==> config.mk <==
export PLATFORM = sky130hd
export DESIGN_NAME = spm_shared_pin_io_mux
export DESIGN_NICKNAME = d
export VERILOG_FILES = /design/src/spm_pkg.sv /design/src/spm_shared_pin_io_mux.sv
export SDC_FILE = /design/constraint.sdc
export NUM_CORES = 1
export LEC_CHECK = 0
export BUFFER_PORTS_ARGS = -buffer_cell sky130_fd_sc_hd__clkbuf_2
export CORE_UTILIZATION = 48
export CTS_CLUSTER_DIAMETER = 60
export DETAILED_ROUTE_END_ITERATION = 10
export PLACE_DENSITY = 0.81
export RECOVER_POWER = 50
export SLEW_MARGIN = 20
export SYNTH_ARGS = -nofsm -noshare
export SYNTH_HDL_FRONTEND = slang
export SYNTH_SLANG_ARGS = --single-unit
export TNS_END_PERCENT = 5
==> constraint.sdc <==
create_clock -name clk -period 2.1 [get_ports clk]
set_clock_uncertainty 0.2 [all_clocks]
set_input_delay 0.315 -clock clk [delete_from_list [all_inputs] [get_ports clk]]
set_output_delay 0.315 -clock clk [all_outputs]
set_load 0.05 [all_outputs]
==> src/spm_pkg.sv <==
// Purpose: Constants for the shared pin I/O multiplexer.
// Assumes: 16-bit data-memory bus with word addresses.
// Notes: Reset values leave every shared pin as a general-purpose input except port C line 1 if a clock is chosen and lines 2-3, whose selects are inverted.
package spm_pkg;

  // ----------------------------------------
  // Register addresses
  // ----------------------------------------
  localparam logic [15:0] PIN_SELECT_A_ADDR = 16'h7090;
  localparam logic [15:0] PIN_SELECT_B_ADDR = 16'h7092;
  localparam logic [15:0] PORT_A_ADDR = 16'h7098;
  localparam logic [15:0] PORT_B_ADDR = 16'h709A;
  localparam logic [15:0] PORT_C_ADDR = 16'h709C;

  // ----------------------------------------
  // Implemented bit masks
  // ----------------------------------------
  localparam logic [15:0] PIN_SELECT_A_MASK = 16'hFF0F;
  localparam logic [15:0] PIN_SELECT_B_MASK = 16'h00FD;
  localparam logic [15:0] PORT_A_MASK = 16'h0F0F;
  localparam logic [15:0] PORT_FULL_MASK = 16'hFFFF;

  // ----------------------------------------
  // Field positions
  // ----------------------------------------
  localparam int DATA_LSB = 0;
  localparam int DIR_LSB = 8;
  localparam int PORT_B_SEL_LSB = 8;
  localparam int CLOCK_PIN_LINE = 1;

  // ----------------------------------------
  // Clock pin source codes
  // ----------------------------------------
  localparam logic [1:0] CLK_SEL_GPIO = 2'h0;
  localparam logic [1:0] CLK_SEL_WATCHDOG = 2'h1;
  localparam logic [1:0] CLK_SEL_SYSTEM = 2'h2;
  localparam logic [1:0] CLK_SEL_CORE = 2'h3;

  // ----------------------------------------
  // Reset values
  // ----------------------------------------
  localparam logic [15:0] PIN_SELECT_A_RESET = 16'h0000;
  localparam logic [15:0] PIN_SELECT_B_RESET = 16'h0000;
  localparam logic [15:0] PORT_RESET = 16'h0000;
  localparam logic [15:0] READ_IDLE = 16'h0000;

endpackage

==> src/spm_shared_pin_io_mux.sv <==
// Purpose: Shared pin multiplexer and general-purpose I/O for ports A, B, C.
// Assumes: Pad inputs and peripheral signals are synchronous to clk.
// Notes: Read data appears one clock after the read strobe.
`timescale 1ns/1ps

module spm_shared_pin_io_mux (
  // Clock and reset
  input wire logic clk,
  input wire logic reset_n,
  // Data-memory bus
  input wire logic [15:0] memAddr,
  input wire logic [15:0] memWrData,
  input wire logic memWrite,
  input wire logic memRead,
  output logic [15:0] memRdData,
  // Clock pin source select from system control bits 7-6
  input wire logic [1:0] clockOutSelect,
  // Clock sources for the clock pin
  input wire logic watchdogClock,
  input wire logic systemClock,
  input wire logic coreClock,
  // Port A pads
  input wire logic [3:0] portAPinIn,
  output logic [3:0] portAPinOut,
  output logic [3:0] portAPinOe,
  // Port A peripheral side (analog channels)
  input wire logic [3:0] portAPeriphOut,
  input wire logic [3:0] portAPeriphOe,
  output logic [3:0] portAPeriphIn,
  // Port B pads
  input wire logic [7:0] portBPinIn,
  output logic [7:0] portBPinOut,
  output logic [7:0] portBPinOe,
  // Port B peripheral side (compare, timer)
  input wire logic [7:0] portBPeriphOut,
  input wire logic [7:0] portBPeriphOe,
  output logic [7:0] portBPeriphIn,
  // Port C pads
  input wire logic [7:0] portCPinIn,
  output logic [7:0] portCPinOut,
  output logic [7:0] portCPinOe,
  // Port C peripheral side (trigger, flag, branch, capture)
  input wire logic [7:0] portCPeriphOut,
  input wire logic [7:0] portCPeriphOe,
  output logic [7:0] portCPeriphIn
);

  // ----------------------------------------
  // Helpers
  // ----------------------------------------

  // Merge a bus write into the implemented bits only
  function automatic logic [15:0] maskWrite(input logic [15:0] wdata,
                                            input logic [15:0] mask);
    maskWrite = wdata & mask;
  endfunction

  // Data field reads the pad in input mode, the latch in output mode
  function automatic logic [15:0] readPort(input logic [15:0] regValue,
                                           input logic [7:0] pinLevel,
                                           input logic [15:0] mask);
    logic [7:0] dirBits;
    logic [7:0] dataBits;
    dirBits = regValue[spm_pkg::DIR_LSB +: 8];
    dataBits = (regValue[spm_pkg::DATA_LSB +: 8] & dirBits) | (pinLevel & ~dirBits);
    readPort = {dirBits, dataBits} & mask;
  endfunction

  // ----------------------------------------
  // Register storage
  // ----------------------------------------
  logic [15:0] pinSelectA_q;
  logic [15:0] pinSelectB_q;
  logic [15:0] portALevelDir_q;
  logic [15:0] portBLevelDir_q;
  logic [15:0] portCLevelDir_q;
  logic [15:0] memRdData_d;

  // Address decode
  logic hitSelA;
  logic hitSelB;
  logic hitPortA;
  logic hitPortB;
  logic hitPortC;

  // Per-pin primary-function selects, one bit per pin
  logic [3:0] primaryA;
  logic [7:0] primaryB;
  logic [7:0] primaryC;

  // Clock pin drive value
  logic clockPinValue;

  // Plain word decode on the data-memory bus
  assign hitSelA = memAddr == spm_pkg::PIN_SELECT_A_ADDR;
  assign hitSelB = memAddr == spm_pkg::PIN_SELECT_B_ADDR;
  assign hitPortA = memAddr == spm_pkg::PORT_A_ADDR;
  assign hitPortB = memAddr == spm_pkg::PORT_B_ADDR;
  assign hitPortC = memAddr == spm_pkg::PORT_C_ADDR;

  // ----------------------------------------
  // Register writes
  // ----------------------------------------

  // Mux register A: port A and port B pin selects
  always_ff @(posedge clk) begin
    if (!reset_n) begin
      pinSelectA_q <= spm_pkg::PIN_SELECT_A_RESET;
    end else if (memWrite && hitSelA) begin
      pinSelectA_q <= maskWrite(memWrData, spm_pkg::PIN_SELECT_A_MASK);
    end
  end

  // Mux register B: port C pin selects; bit 1 unused, clock pin is elsewhere
  always_ff @(posedge clk) begin
    if (!reset_n) begin
      pinSelectB_q <= spm_pkg::PIN_SELECT_B_RESET;
    end else if (memWrite && hitSelB) begin
      pinSelectB_q <= maskWrite(memWrData, spm_pkg::PIN_SELECT_B_MASK);
    end
  end

  // Port A latch; only four lines exist, upper nibbles stay zero
  always_ff @(posedge clk) begin
    if (!reset_n) begin
      portALevelDir_q <= spm_pkg::PORT_RESET;
    end else if (memWrite && hitPortA) begin
      portALevelDir_q <= maskWrite(memWrData, spm_pkg::PORT_A_MASK);
    end
  end

  // Port B latch
  always_ff @(posedge clk) begin
    if (!reset_n) begin
      portBLevelDir_q <= spm_pkg::PORT_RESET;
    end else if (memWrite && hitPortB) begin
      portBLevelDir_q <= maskWrite(memWrData, spm_pkg::PORT_FULL_MASK);
    end
  end

  // Port C latch; the data written is kept even while a line is an input
  always_ff @(posedge clk) begin
    if (!reset_n) begin
      portCLevelDir_q <= spm_pkg::PORT_RESET;
    end else if (memWrite && hitPortC) begin
      portCLevelDir_q <= maskWrite(memWrData, spm_pkg::PORT_FULL_MASK);
    end
  end

  // ----------------------------------------
  // Register reads
  // ----------------------------------------

  // Read mux; unmapped addresses answer zero
  always_comb begin
    memRdData_d = spm_pkg::READ_IDLE;
    if (hitSelA) begin
      memRdData_d = pinSelectA_q;
    end else if (hitSelB) begin
      memRdData_d = pinSelectB_q;
    end else if (hitPortA) begin
      memRdData_d = readPort(portALevelDir_q, {4'h0, portAPinIn}, spm_pkg::PORT_A_MASK);
    end else if (hitPortB) begin
      memRdData_d = readPort(portBLevelDir_q, portBPinIn, spm_pkg::PORT_FULL_MASK);
    end else if (hitPortC) begin
      memRdData_d = readPort(portCLevelDir_q, portCPinIn, spm_pkg::PORT_FULL_MASK);
    end
  end

  // Registered read data, so pad levels are sampled once per access
  always_ff @(posedge clk) begin
    if (!reset_n) begin
      memRdData <= spm_pkg::READ_IDLE;
    end else if (memRead) begin
      memRdData <= memRdData_d;
    end
  end

  // ----------------------------------------
  // Function selection
  // ----------------------------------------

  // Port A: analog channels 0, 1, 9, 8 when the select bit is set
  assign primaryA = pinSelectA_q[3:0];

  // Port B: compare, timer compare, timer direction and clock inputs
  assign primaryB = pinSelectA_q[spm_pkg::PORT_B_SEL_LSB +: 8];

  // Port C: line 0 trigger, lines 2-3 inverted, line 1 clock pin, 4-7 capture
  always_comb begin
    primaryC = 8'h00;
    primaryC[0] = pinSelectB_q[0];
    primaryC[1] = clockOutSelect != spm_pkg::CLK_SEL_GPIO;
    primaryC[2] = ~pinSelectB_q[2];
    primaryC[3] = ~pinSelectB_q[3];
    primaryC[7:4] = pinSelectB_q[7:4];
  end

  // Clock pin source; a glitch on switching is the caller's concern
  always_comb begin
    clockPinValue = 1'b0;
    unique case (clockOutSelect)
      spm_pkg::CLK_SEL_WATCHDOG: clockPinValue = watchdogClock;
      spm_pkg::CLK_SEL_SYSTEM: clockPinValue = systemClock;
      spm_pkg::CLK_SEL_CORE: clockPinValue = coreClock;
      spm_pkg::CLK_SEL_GPIO: clockPinValue = 1'b0;
    endcase
  end

  // ----------------------------------------
  // Pad drive
  // ----------------------------------------

  // Port A pads: peripheral owns the pad when selected, else the latch
  always_comb begin
    for (int i = 0; i < 4; i++) begin
      if (primaryA[i]) begin
        portAPinOut[i] = portAPeriphOut[i];
        portAPinOe[i] = portAPeriphOe[i];
      end else begin
        portAPinOut[i] = portALevelDir_q[spm_pkg::DATA_LSB + i];
        portAPinOe[i] = portALevelDir_q[spm_pkg::DIR_LSB + i];
      end
    end
  end

  // Port B pads
  always_comb begin
    for (int i = 0; i < 8; i++) begin
      if (primaryB[i]) begin
        portBPinOut[i] = portBPeriphOut[i];
        portBPinOe[i] = portBPeriphOe[i];
      end else begin
        portBPinOut[i] = portBLevelDir_q[spm_pkg::DATA_LSB + i];
        portBPinOe[i] = portBLevelDir_q[spm_pkg::DIR_LSB + i];
      end
    end
  end

  // Port C pads; the clock pin is always driven while a clock is chosen
  always_comb begin
    for (int i = 0; i < 8; i++) begin
      if (i == spm_pkg::CLOCK_PIN_LINE && primaryC[i]) begin
        portCPinOut[i] = clockPinValue;
        portCPinOe[i] = 1'b1;
      end else if (primaryC[i]) begin
        portCPinOut[i] = portCPeriphOut[i];
        portCPinOe[i] = portCPeriphOe[i];
      end else begin
        portCPinOut[i] = portCLevelDir_q[spm_pkg::DATA_LSB + i];
        portCPinOe[i] = portCLevelDir_q[spm_pkg::DIR_LSB + i];
      end
    end
  end

  // ----------------------------------------
  // Peripheral inputs
  // ----------------------------------------

  // Peripherals see the pad only when they own it, so a GPIO line
  // toggling cannot fake a capture edge or a timer clock
  assign portAPeriphIn = portAPinIn & primaryA;
  assign portBPeriphIn = portBPinIn & primaryB;
  assign portCPeriphIn = portCPinIn & primaryC;

  // Serial, SPI and interrupt pins keep their I/O control inside their
  // own peripherals and never pass through this block

endmodule

==> results of run 1 <==
[worst max-delay path, delay by kind of cell (launching register included)]
kind	cells	cell delay, ns
flops	1	0.45
mux	1	0.37
buf+inv	1	0.24
[cell type report]
| type | instances | share of cell area |
|---|---|---|
| sequential | 75 | 0.2759 |
| tap | 105 | 0.02414 |
| multi-input combinational | 367 | 0.4499 |
| inverter | 5 | 0.003448 |
| timing repair buffer | 210 | 0.1989 |
| clock inverter | 4 | 0.01747 |
| clock buffer | 12 | 0.03034 |
[stage by stage]
step                      setup slack, ns  hold WS (ns)
after floorplan                    0.1552        0.2409
after global placement          0.0007256        0.2589
after detailed placement         -0.05628        0.2649
after CTS                          0.1572       0.01087
after global routing              0.07450       0.02581
final                              0.1742       0.01866
[report_power, final]
| part | internal [W] | switching (W) | leakage, nW |
|---|---|---|---|
| combinational | 0.000146 | 0.000216 | 1.56 |
| clock | 0.000885 | 0.000542 | 0.133 |
| sequential | 0.00143 | 0.00000589 | 0.606 |
[flip-flops by register name (all words and copies together), names as in the netlist]
register         cells
memRdData           16
pinSelectA_q        12
pinSelectB_q         7
portALevelDir_q      8
portBLevelDir_q     16
portCLevelDir_q     16
[cell usage after synthesis (all sizes together)]
master     n  area [um2]
nand2    106       400.4
dfxtp     75        1501
mux2      45       506.7
a21boi    44       330.3
mux2i     30       300.3
o21ai     23       115.1
nor2b     20       125.1
and2      18       112.6
clkbuf    17       63.81
nor2      14       52.55
a22oi     13       97.59
a21oi      9       45.04
buf        8       42.54
a31oi      6       37.54
inv        5       18.77
nand3      4       20.02
nor3       4       30.03
a21o       3       22.52
o21a       3       22.52
or3        3       18.77
and3       2       12.51
nand4      2       12.51
nor4b      2       32.53
o211ai     2       15.01
or4        2       15.01
a211oi     1       7.510
a221oi     1       8.760
and3b      1       8.760
and4bb     1       12.51
mux4       1       22.52
nand2b     1       6.260
nor3b      1       12.51
nor4       1       12.51
o2111ai    1       8.760
o221a      1       11.26
o22ai      1       6.260
or4b       1       13.76
[cells by family after synthesis]
family                 Yosys count  share of synthesized area
DFF                             75                     0.3678
AOI/OAI and AO/OA              108                     0.1784
buffers and inverters           30                    0.03065
muxes                           76                     0.2032
and+or+nand+nor                183                     0.2200
[routing by layer]
layer / global-route usage / vias to the layer above
met3: 0.03883 / 23
met2: 0.4771 / 227
met1: 0.3562 / 2016
met4: 0.1346 / 0
li1: - / 2050
met5: 0 / -
[final timing paths]
check                          start            endpoint  slack, ns  depth (start not counted)
setup / recovery    pinSelectA_q[11]       portBPinOe[3]       0.17                          2
hold / removal          memWrData[6]  portCLevelDir_q[6]       0.02                          3
setup reg to reg  portALevelDir_q[8]        memRdData[0]       0.60                          4
hold reg to reg   portBLevelDir_q[1]  portBLevelDir_q[1]       0.27                          2
==> metrics.txt, run 1 <==
vias in the first global route 4044; final wirelength 12690 um; gr ovfl total 0; Sink Count 75; largest net degree at the start of global routing 30; initial antenna violation count 0; worst path required time 1.58 ns; Final Hold Fails 0; worst slew pin tran 0.6234 ns; Power Total 0.003227 W; via/cell ratio 5.548; post-synth cell types 42; first-pass GRT wire length 19250 um; buffer count from post-CTS setup fixing 0; CTS buffer count 9; Final GP Congestion 0.8610; Leakage 2.300 nW; Starting Density 0.4969; Max Used Layer met4; diodes inserted 0; Util after Layout 0.6624; WL/cell 16.31 um; die width 94.23 um; Boundary Pins 177; Syn Nets 573; first-pass iteration count of the detailed router 5; worst-skew pair later-pin latency 0.36 ns; Placed Cells 762; CP peak stage delay 0.45 ns; number of synthesized register bits 75; Met1 Routed Length 5268 um; CP Launch Type flip-flop; min cycle time layout 1.926 ns; total number of H-tree levels 3; GRT Util Overall 0.2842; die area 0.008878 mm2; Setup Viol. Count Final 0; Resized Gates After CTS 0; Peak supply drop 0.3173 mV; Max Buffers Root-to-Sink 2; ordered cell list for the critical path mux2_2 -> clkbuf_2; Nets 769; root buffer cell clkbuf_8; Pins Over Slew Limit 0; mapped cell area 0.004083 mm2; max_cap viols 0; Ys Warns 0; post-route ant nets 0; commonest non-fill, non-tap cell in the layout clkbuf_2; initial DRC count 280; slowest CP cell dfxtp_1; Critical Path AT 1.41 ns; CTS Hold Bufs 0; CTS clock-pin slew for the worst setup and hold paths 0.08 ns; status finished, final reports clean; dpl hpwl 9414 um; CP max FO 5; WL met3 993 um; endpoint class of the critical path output port; footprint of the multi-input gates 0.002449 mm2; Setup Total Neg Slack 0 ns; setup repair after global routing missed its margin no; Port Buffers 174; register area 0.001501 mm2; area of placed instances 0.005249 mm2; Max Clock Freq 0.5193 GHz; Vias 4316; Die Ht 94.23 um; cells after synthesis 472; P&R area growth vs syn 33.31%; Core Area 0.008217 mm2; fraction of layout cells with a size suffix above 1 0.3715; Final Cell Area 0.005443 mm2; Non-Filler Instances 778; standard-cell rows 33; met2 WL post-DR 6141 um; CTS tree yes; sequential fraction of the synthesis area 0.3678; number of remaining DRC errors 0; crit path kind flip-flop to output port; period utilization 0.9170; Pwr Density 592.9 mW/mm2; most frequent cells in the layout 154 x clkbuf_2, 106 x nand2_1, 75 x dfxtp_1; fill cell count 685; syn avg cell area 8.650 um2; min-delay worst type input port to flip-flop; Slew HR 0.5862
Note: power is estimated with default switching activity, not from simulation.
==> run 2: changes to the inputs <==
- RECOVER_POWER: 50 -> not set
==> run 2 against run 1 <==
Core utilization rose by 0.81 points; flip-flop and latch count unchanged; critical path depth unchanged; worst setup slack improved by 0.0030 ns; global-route usage stayed put; first-iteration DRC count shrank 6.8%; largest power group unchanged; maximum frequency increased by 0.16%; die area stayed put; count of clock-buffer cells in the layout did not move.
==> metrics.txt, run 2 (synthesized netlist as in run 1, its figures left out) <==
worst path required time 1.58 ns; Resized Gates After CTS 0; Vias 4319; root buffer cell clkbuf_8; Fin Hold WS 0.01873 ns; Sink Count 75; fraction of layout cells with a size suffix above 1 0.4175; first-pass GRT wire length 19250 um; die area 0.008878 mm2; min-delay worst type input port to flip-flop; Max Buffers Root-to-Sink 2; Final Cell Area 0.005509 mm2; initial DRC count 261; standard-cell rows 33; max_cap viols 0; largest net degree at the start of global routing 30; die width 94.23 um; min cycle time layout 1.923 ns; number of remaining DRC errors 0; CTS clock-pin slew for the worst setup and hold paths 0.08 ns; largest registers memRdData x16, portBLevelDir_q x16, portCLevelDir_q x16; buffer count from post-CTS setup fixing 0; Pins Over Slew Limit 0; endpoint class of the critical path output port; CTS tree yes; Starting Density 0.4969; initial antenna violation count 0; setup repair after global routing missed its margin no; Core Area 0.008217 mm2; Peak supply drop 0.3189 mV; Final GP Congestion 0.8610; status finished, final reports clean; first-pass iteration count of the detailed router 5; Critical Path AT 1.41 ns; via/cell ratio 5.551; footprint of the multi-input gates 0.002456 mm2; worst-skew pair later-pin latency 0.35 ns; area of placed instances 0.005249 mm2; Die Ht 94.23 um; Port Buffers 174; most frequent cells in the layout 174 x clkbuf_2, 105 x nand2_1, 75 x dfxtp_1; CTS Hold Bufs 0; Leakage 2.403 nW; register area 0.001501 mm2; Non-Filler Instances 778; CTS buffer count 9; diodes inserted 0; P&R area growth vs syn 34.94%; dpl hpwl 9414 um; WL/cell 16.21 um; Setup Total Neg Slack 0 ns; Final Hold Fails 0; post-route ant nets 0; total number of H-tree levels 3; Max Clock Freq 0.5201 GHz; Nets 769; Setup Viol. Count Final 0; Boundary Pins 177; vias in the first global route 4044; commonest non-fill, non-tap cell in the layout clkbuf_2; CP Launch Type flip-flop; gr ovfl total 0; worst slew pin tran 0.5646 ns; final wirelength 12610 um; crit path kind flip-flop to output port; Placed Cells 762; Slew HR 0.6236; Pwr Density 586.5 mW/mm2; GRT Util Overall 0.2842; period utilization 0.9156; CP max FO 5; fill cell count 661
-- run 2: power breakdown --
group          switching, W  internal (W)
sequential       0.00000612       0.00143
clock              0.000541      0.000885
combinational      0.000216      0.000151
total              0.000763       0.00247
-- run 2: layout make-up --
type | count | share of cell area
clock buffers | 12 | 0.02998
inverters | 5 | 0.003407
repair buffers | 210 | 0.2071
flip-flops and latches | 75 | 0.2725
well taps | 105 | 0.02385
clock inverters | 4 | 0.01726
multi-input cells | 367 | 0.4458
-- run 2: stage by stage --
| stage | worst slack [ns] | total power, W | utilization |
|---|---|---|---|
| after detailed placement | -0.05628 | 0.001835 | 0.6388 |
| after CTS | 0.1572 | 0.003234 | 0.6705 |
| after global placement | 0.0007256 | 0.001827 | 0.6388 |
| after floorplan | 0.1552 | 0.001657 | - |
| final | 0.1772 | 0.003231 | 0.6705 |
| after global routing | 0.1275 | 0.003319 | 0.6705 |
-- run 2: routing by layer --
layer,share of wire,global-route usage,up-vias
li1,-,-,2044
met3,0.075,0.03883,20
met2,0.49,0.4771,224
met5,0,0,-
met1,0.41,0.3562,2031
met4,0.018,0.1346,0
-- run 2: path summary, 6_finish.rpt --
| kind | start | to | slack, ns | depth (start not counted) |
|---|---|---|---|---|
| max | pinSelectA_q[11] | portBPinOe[3] | 0.18 | 2 |
| min reg2reg | portBLevelDir_q[1] | portBLevelDir_q[1] | 0.27 | 2 |
| max reg2reg | portALevelDir_q[8] | memRdData[0] | 0.59 | 4 |
| min | memWrData[6] | portCLevelDir_q[6] | 0.02 | 3 |
-- run 2: worst max-delay path: stages, from the launching register on --
cell	delay, ns
dfxtp_1	0.45
mux2_2	0.37
clkbuf_2	0.24
==> run 3: changes to the inputs <==
==> constraint.sdc (replaced) <==
create_clock -name clk -period 2.1 [get_ports clk]
set_clock_uncertainty 0.2 [all_clocks]
set_input_delay 0 -clock clk [delete_from_list [all_inputs] [get_ports clk]]
set_output_delay 0 -clock clk [all_outputs]
set_load 0.05 [all_outputs]
==> run 3 against run 2 <==
Clock power decreased by 6%; power decreased by 1.3%; core utilization increased by 2.0 points; largest cell class unchanged.
==> metrics.txt, run 3 (synthesized netlist as in run 1, its figures left out) <==
die area 0.008878 mm2; slowest CP cell dlygate4sd3_1; initial DRC count 222; diodes inserted 0; hold path depth 6; min cycle time layout 2.003 ns; Final Cell Area 0.005672 mm2; CP peak stage delay 0.58 ns; Resized Gates After CTS 0; total number of H-tree levels 3; Max Used Layer met4; min-delay worst type input port to flip-flop; post-route ant nets 0; die width 94.23 um; Hold Startpoint portCPinIn[0]; Peak supply drop 0.4165 mV; Slew HR 0.6016; Leakage 2.447 nW; number of remaining DRC errors 0; CTS tree yes; internal reg-to-reg setup slack 0.1 ns; Power Total 0.003188 W; WL met3 913 um; largest registers memRdData x16, portBLevelDir_q x16, portCLevelDir_q x16; Critical R2R Capture memRdData[2]; Non-Filler Instances 793; most frequent cells in the layout 174 x clkbuf_2, 105 x nand2_1, 75 x dfxtp_1; Setup Viol. Count Final 0; Die Ht 94.23 um; fraction of layout cells with a size suffix above 1 0.3881; Sink Count 75; launching point of the worst reg2reg path portALevelDir_q[10]; Pins Over Slew Limit 0; Flop pwr share 0.451; standard-cell rows 33; Vias 4397; worst-skew pair later-pin latency 0.36 ns; first-pass GRT wire length 20210 um; via/cell ratio 5.545; CTS buffer count 9; met2 WL post-DR 6553 um; commonest non-fill, non-tap cell in the layout clkbuf_2; status finished, final reports clean; Worst Reg-to-Reg Cells 5; Pint 0.002400 W; setup repair after global routing missed its margin no; initial antenna violation count 0; Critical path buffers and inverters 1; Final GP Congestion 0.8789; vias in the first global route 4208; Psw 0.0007876 W; Max Buffers Root-to-Sink 2; GRT Util Overall 0.2965; Pwr Density 562.0 mW/mm2; max_cap viols 0; Setup Total Neg Slack 0 ns; root buffer cell clkbuf_8; Starting Density 0.4969; Placed Cells 749; ordered cell list for the critical path mux2_2 -> o211ai_1 -> dlygate4sd3_1 -> a21oi_1 -> o21a_1; delay-heaviest family, CP buffers and inverters; Met1 Routed Length 5332 um; worst slew pin tran 0.5930 ns; worst path required time 2.16 ns; Max Clock Freq 0.4992 GHz; Boundary Pins 177; Clk network pwr share 0.425; final wirelength 13100 um; largest net degree at the start of global routing 37; Min-Delay Endpoint memRdData[0]; Comb power frac 0.124; period utilization 0.9539; Nets 784; CTS clock-pin slew for the worst setup and hold paths 0.08 ns; first-pass iteration count of the detailed router 5; area of placed instances 0.005151 mm2; gr ovfl total 0; buffer count from post-CTS setup fixing 0; P&R area growth vs syn 38.92%; Final Hold Fails 0; WL/cell 16.52 um; Critical Path AT 2.06 ns; CP Launch Type flip-flop; CP max FO 4; endpoint class of the critical path flip-flop; Port Buffers 174; crit path kind flip-flop to flip-flop; switching part of the total 0.2471; dpl hpwl 9339 um; Core Area 0.008217 mm2
[run 3: changes by cell type in the layout (fill, tap and decap cells not counted)]
cell           before  now
clkbuf_1            0    1
dlygate4sd3_1       0   28
inv_6               0    1
clkinv_4            0    1
buf_4              36   23
clkbuf_8           12    9
[run 3: layout make-up]
class / count / area, um2
clock inverters: 6 / 112.6
fillers: 649 / 2545
well taps: 105 / 131.4
flip-flops and latches: 75 / 1501
repair buffers: 225 / 1324
multi-input cells: 367 / 2456
inverters: 5 / 18.77
clock buffers: 10 / 127.6
[run 3: stage by stage]
stage / util / setup WS (ns) / hold slack, ns
2_1_floorplan: - / 0.4702 / -0.06083
3_3_place_gp: 0.6269 / 0.1200 / 0.06571
3_5_place_dp: 0.6269 / 0.06069 / 0.07344
4_1_cts: 0.6903 / 0.1284 / 0.01521
5_1_grt: 0.6903 / 0.04096 / 0.05047
6_report: 0.6903 / 0.09684 / 0.01257
[run 3: power groups by stage]
stage,clock [W],sequential (W),combinational [W]
4_1_cts,0.00135,0.00144,0.000393
3_5_place_dp,0,0.00147,0.000355
2_1_floorplan,0,0.00151,0.000148
6_report,0.00135,0.00144,0.000396
3_3_place_gp,0,0.00147,0.000350
5_1_grt,0.00142,0.00144,0.000423
[run 3: worst reg2reg max path: cells and delay by family (launching register included)]
kind / cells / cell delay, ns
buffers and inverters: 1 / 0.58
AO/OA/AOI/OAI: 3 / 0.38
flip-flops: 1 / 0.40
multiplexers: 1 / 0.35
[run 3: repair_timing]
action / 4_1_cts / 5_1_grt
setup endpoints to repair: 0 / 0
endpoints found under the hold margin: 65 / 0
hold buffers: 28 / 0
[run 3: routing by layer]
layer  vias to the layer above  global-route usage
met4                         0              0.1141
met2                       210              0.5133
met3                        29             0.05421
li1                       2070                   -
met5                         -                   0
met1                      2088              0.3607
[run 3: how the worst max path moves through the flow]
stage,from,end,slack [ns],cells after the start
after floorplan,memAddr[15],pinSelectB_q[0],0.47,6
after global routing,portALevelDir_q[10],memRdData[2],0.04,5
after global placement,memAddr[15],pinSelectB_q[5],0.12,6
final,portALevelDir_q[10],memRdData[2],0.1,5
after detailed placement,memAddr[15],pinSelectB_q[3],0.06,6
after CTS,portALevelDir_q[10],memRdData[2],0.13,5
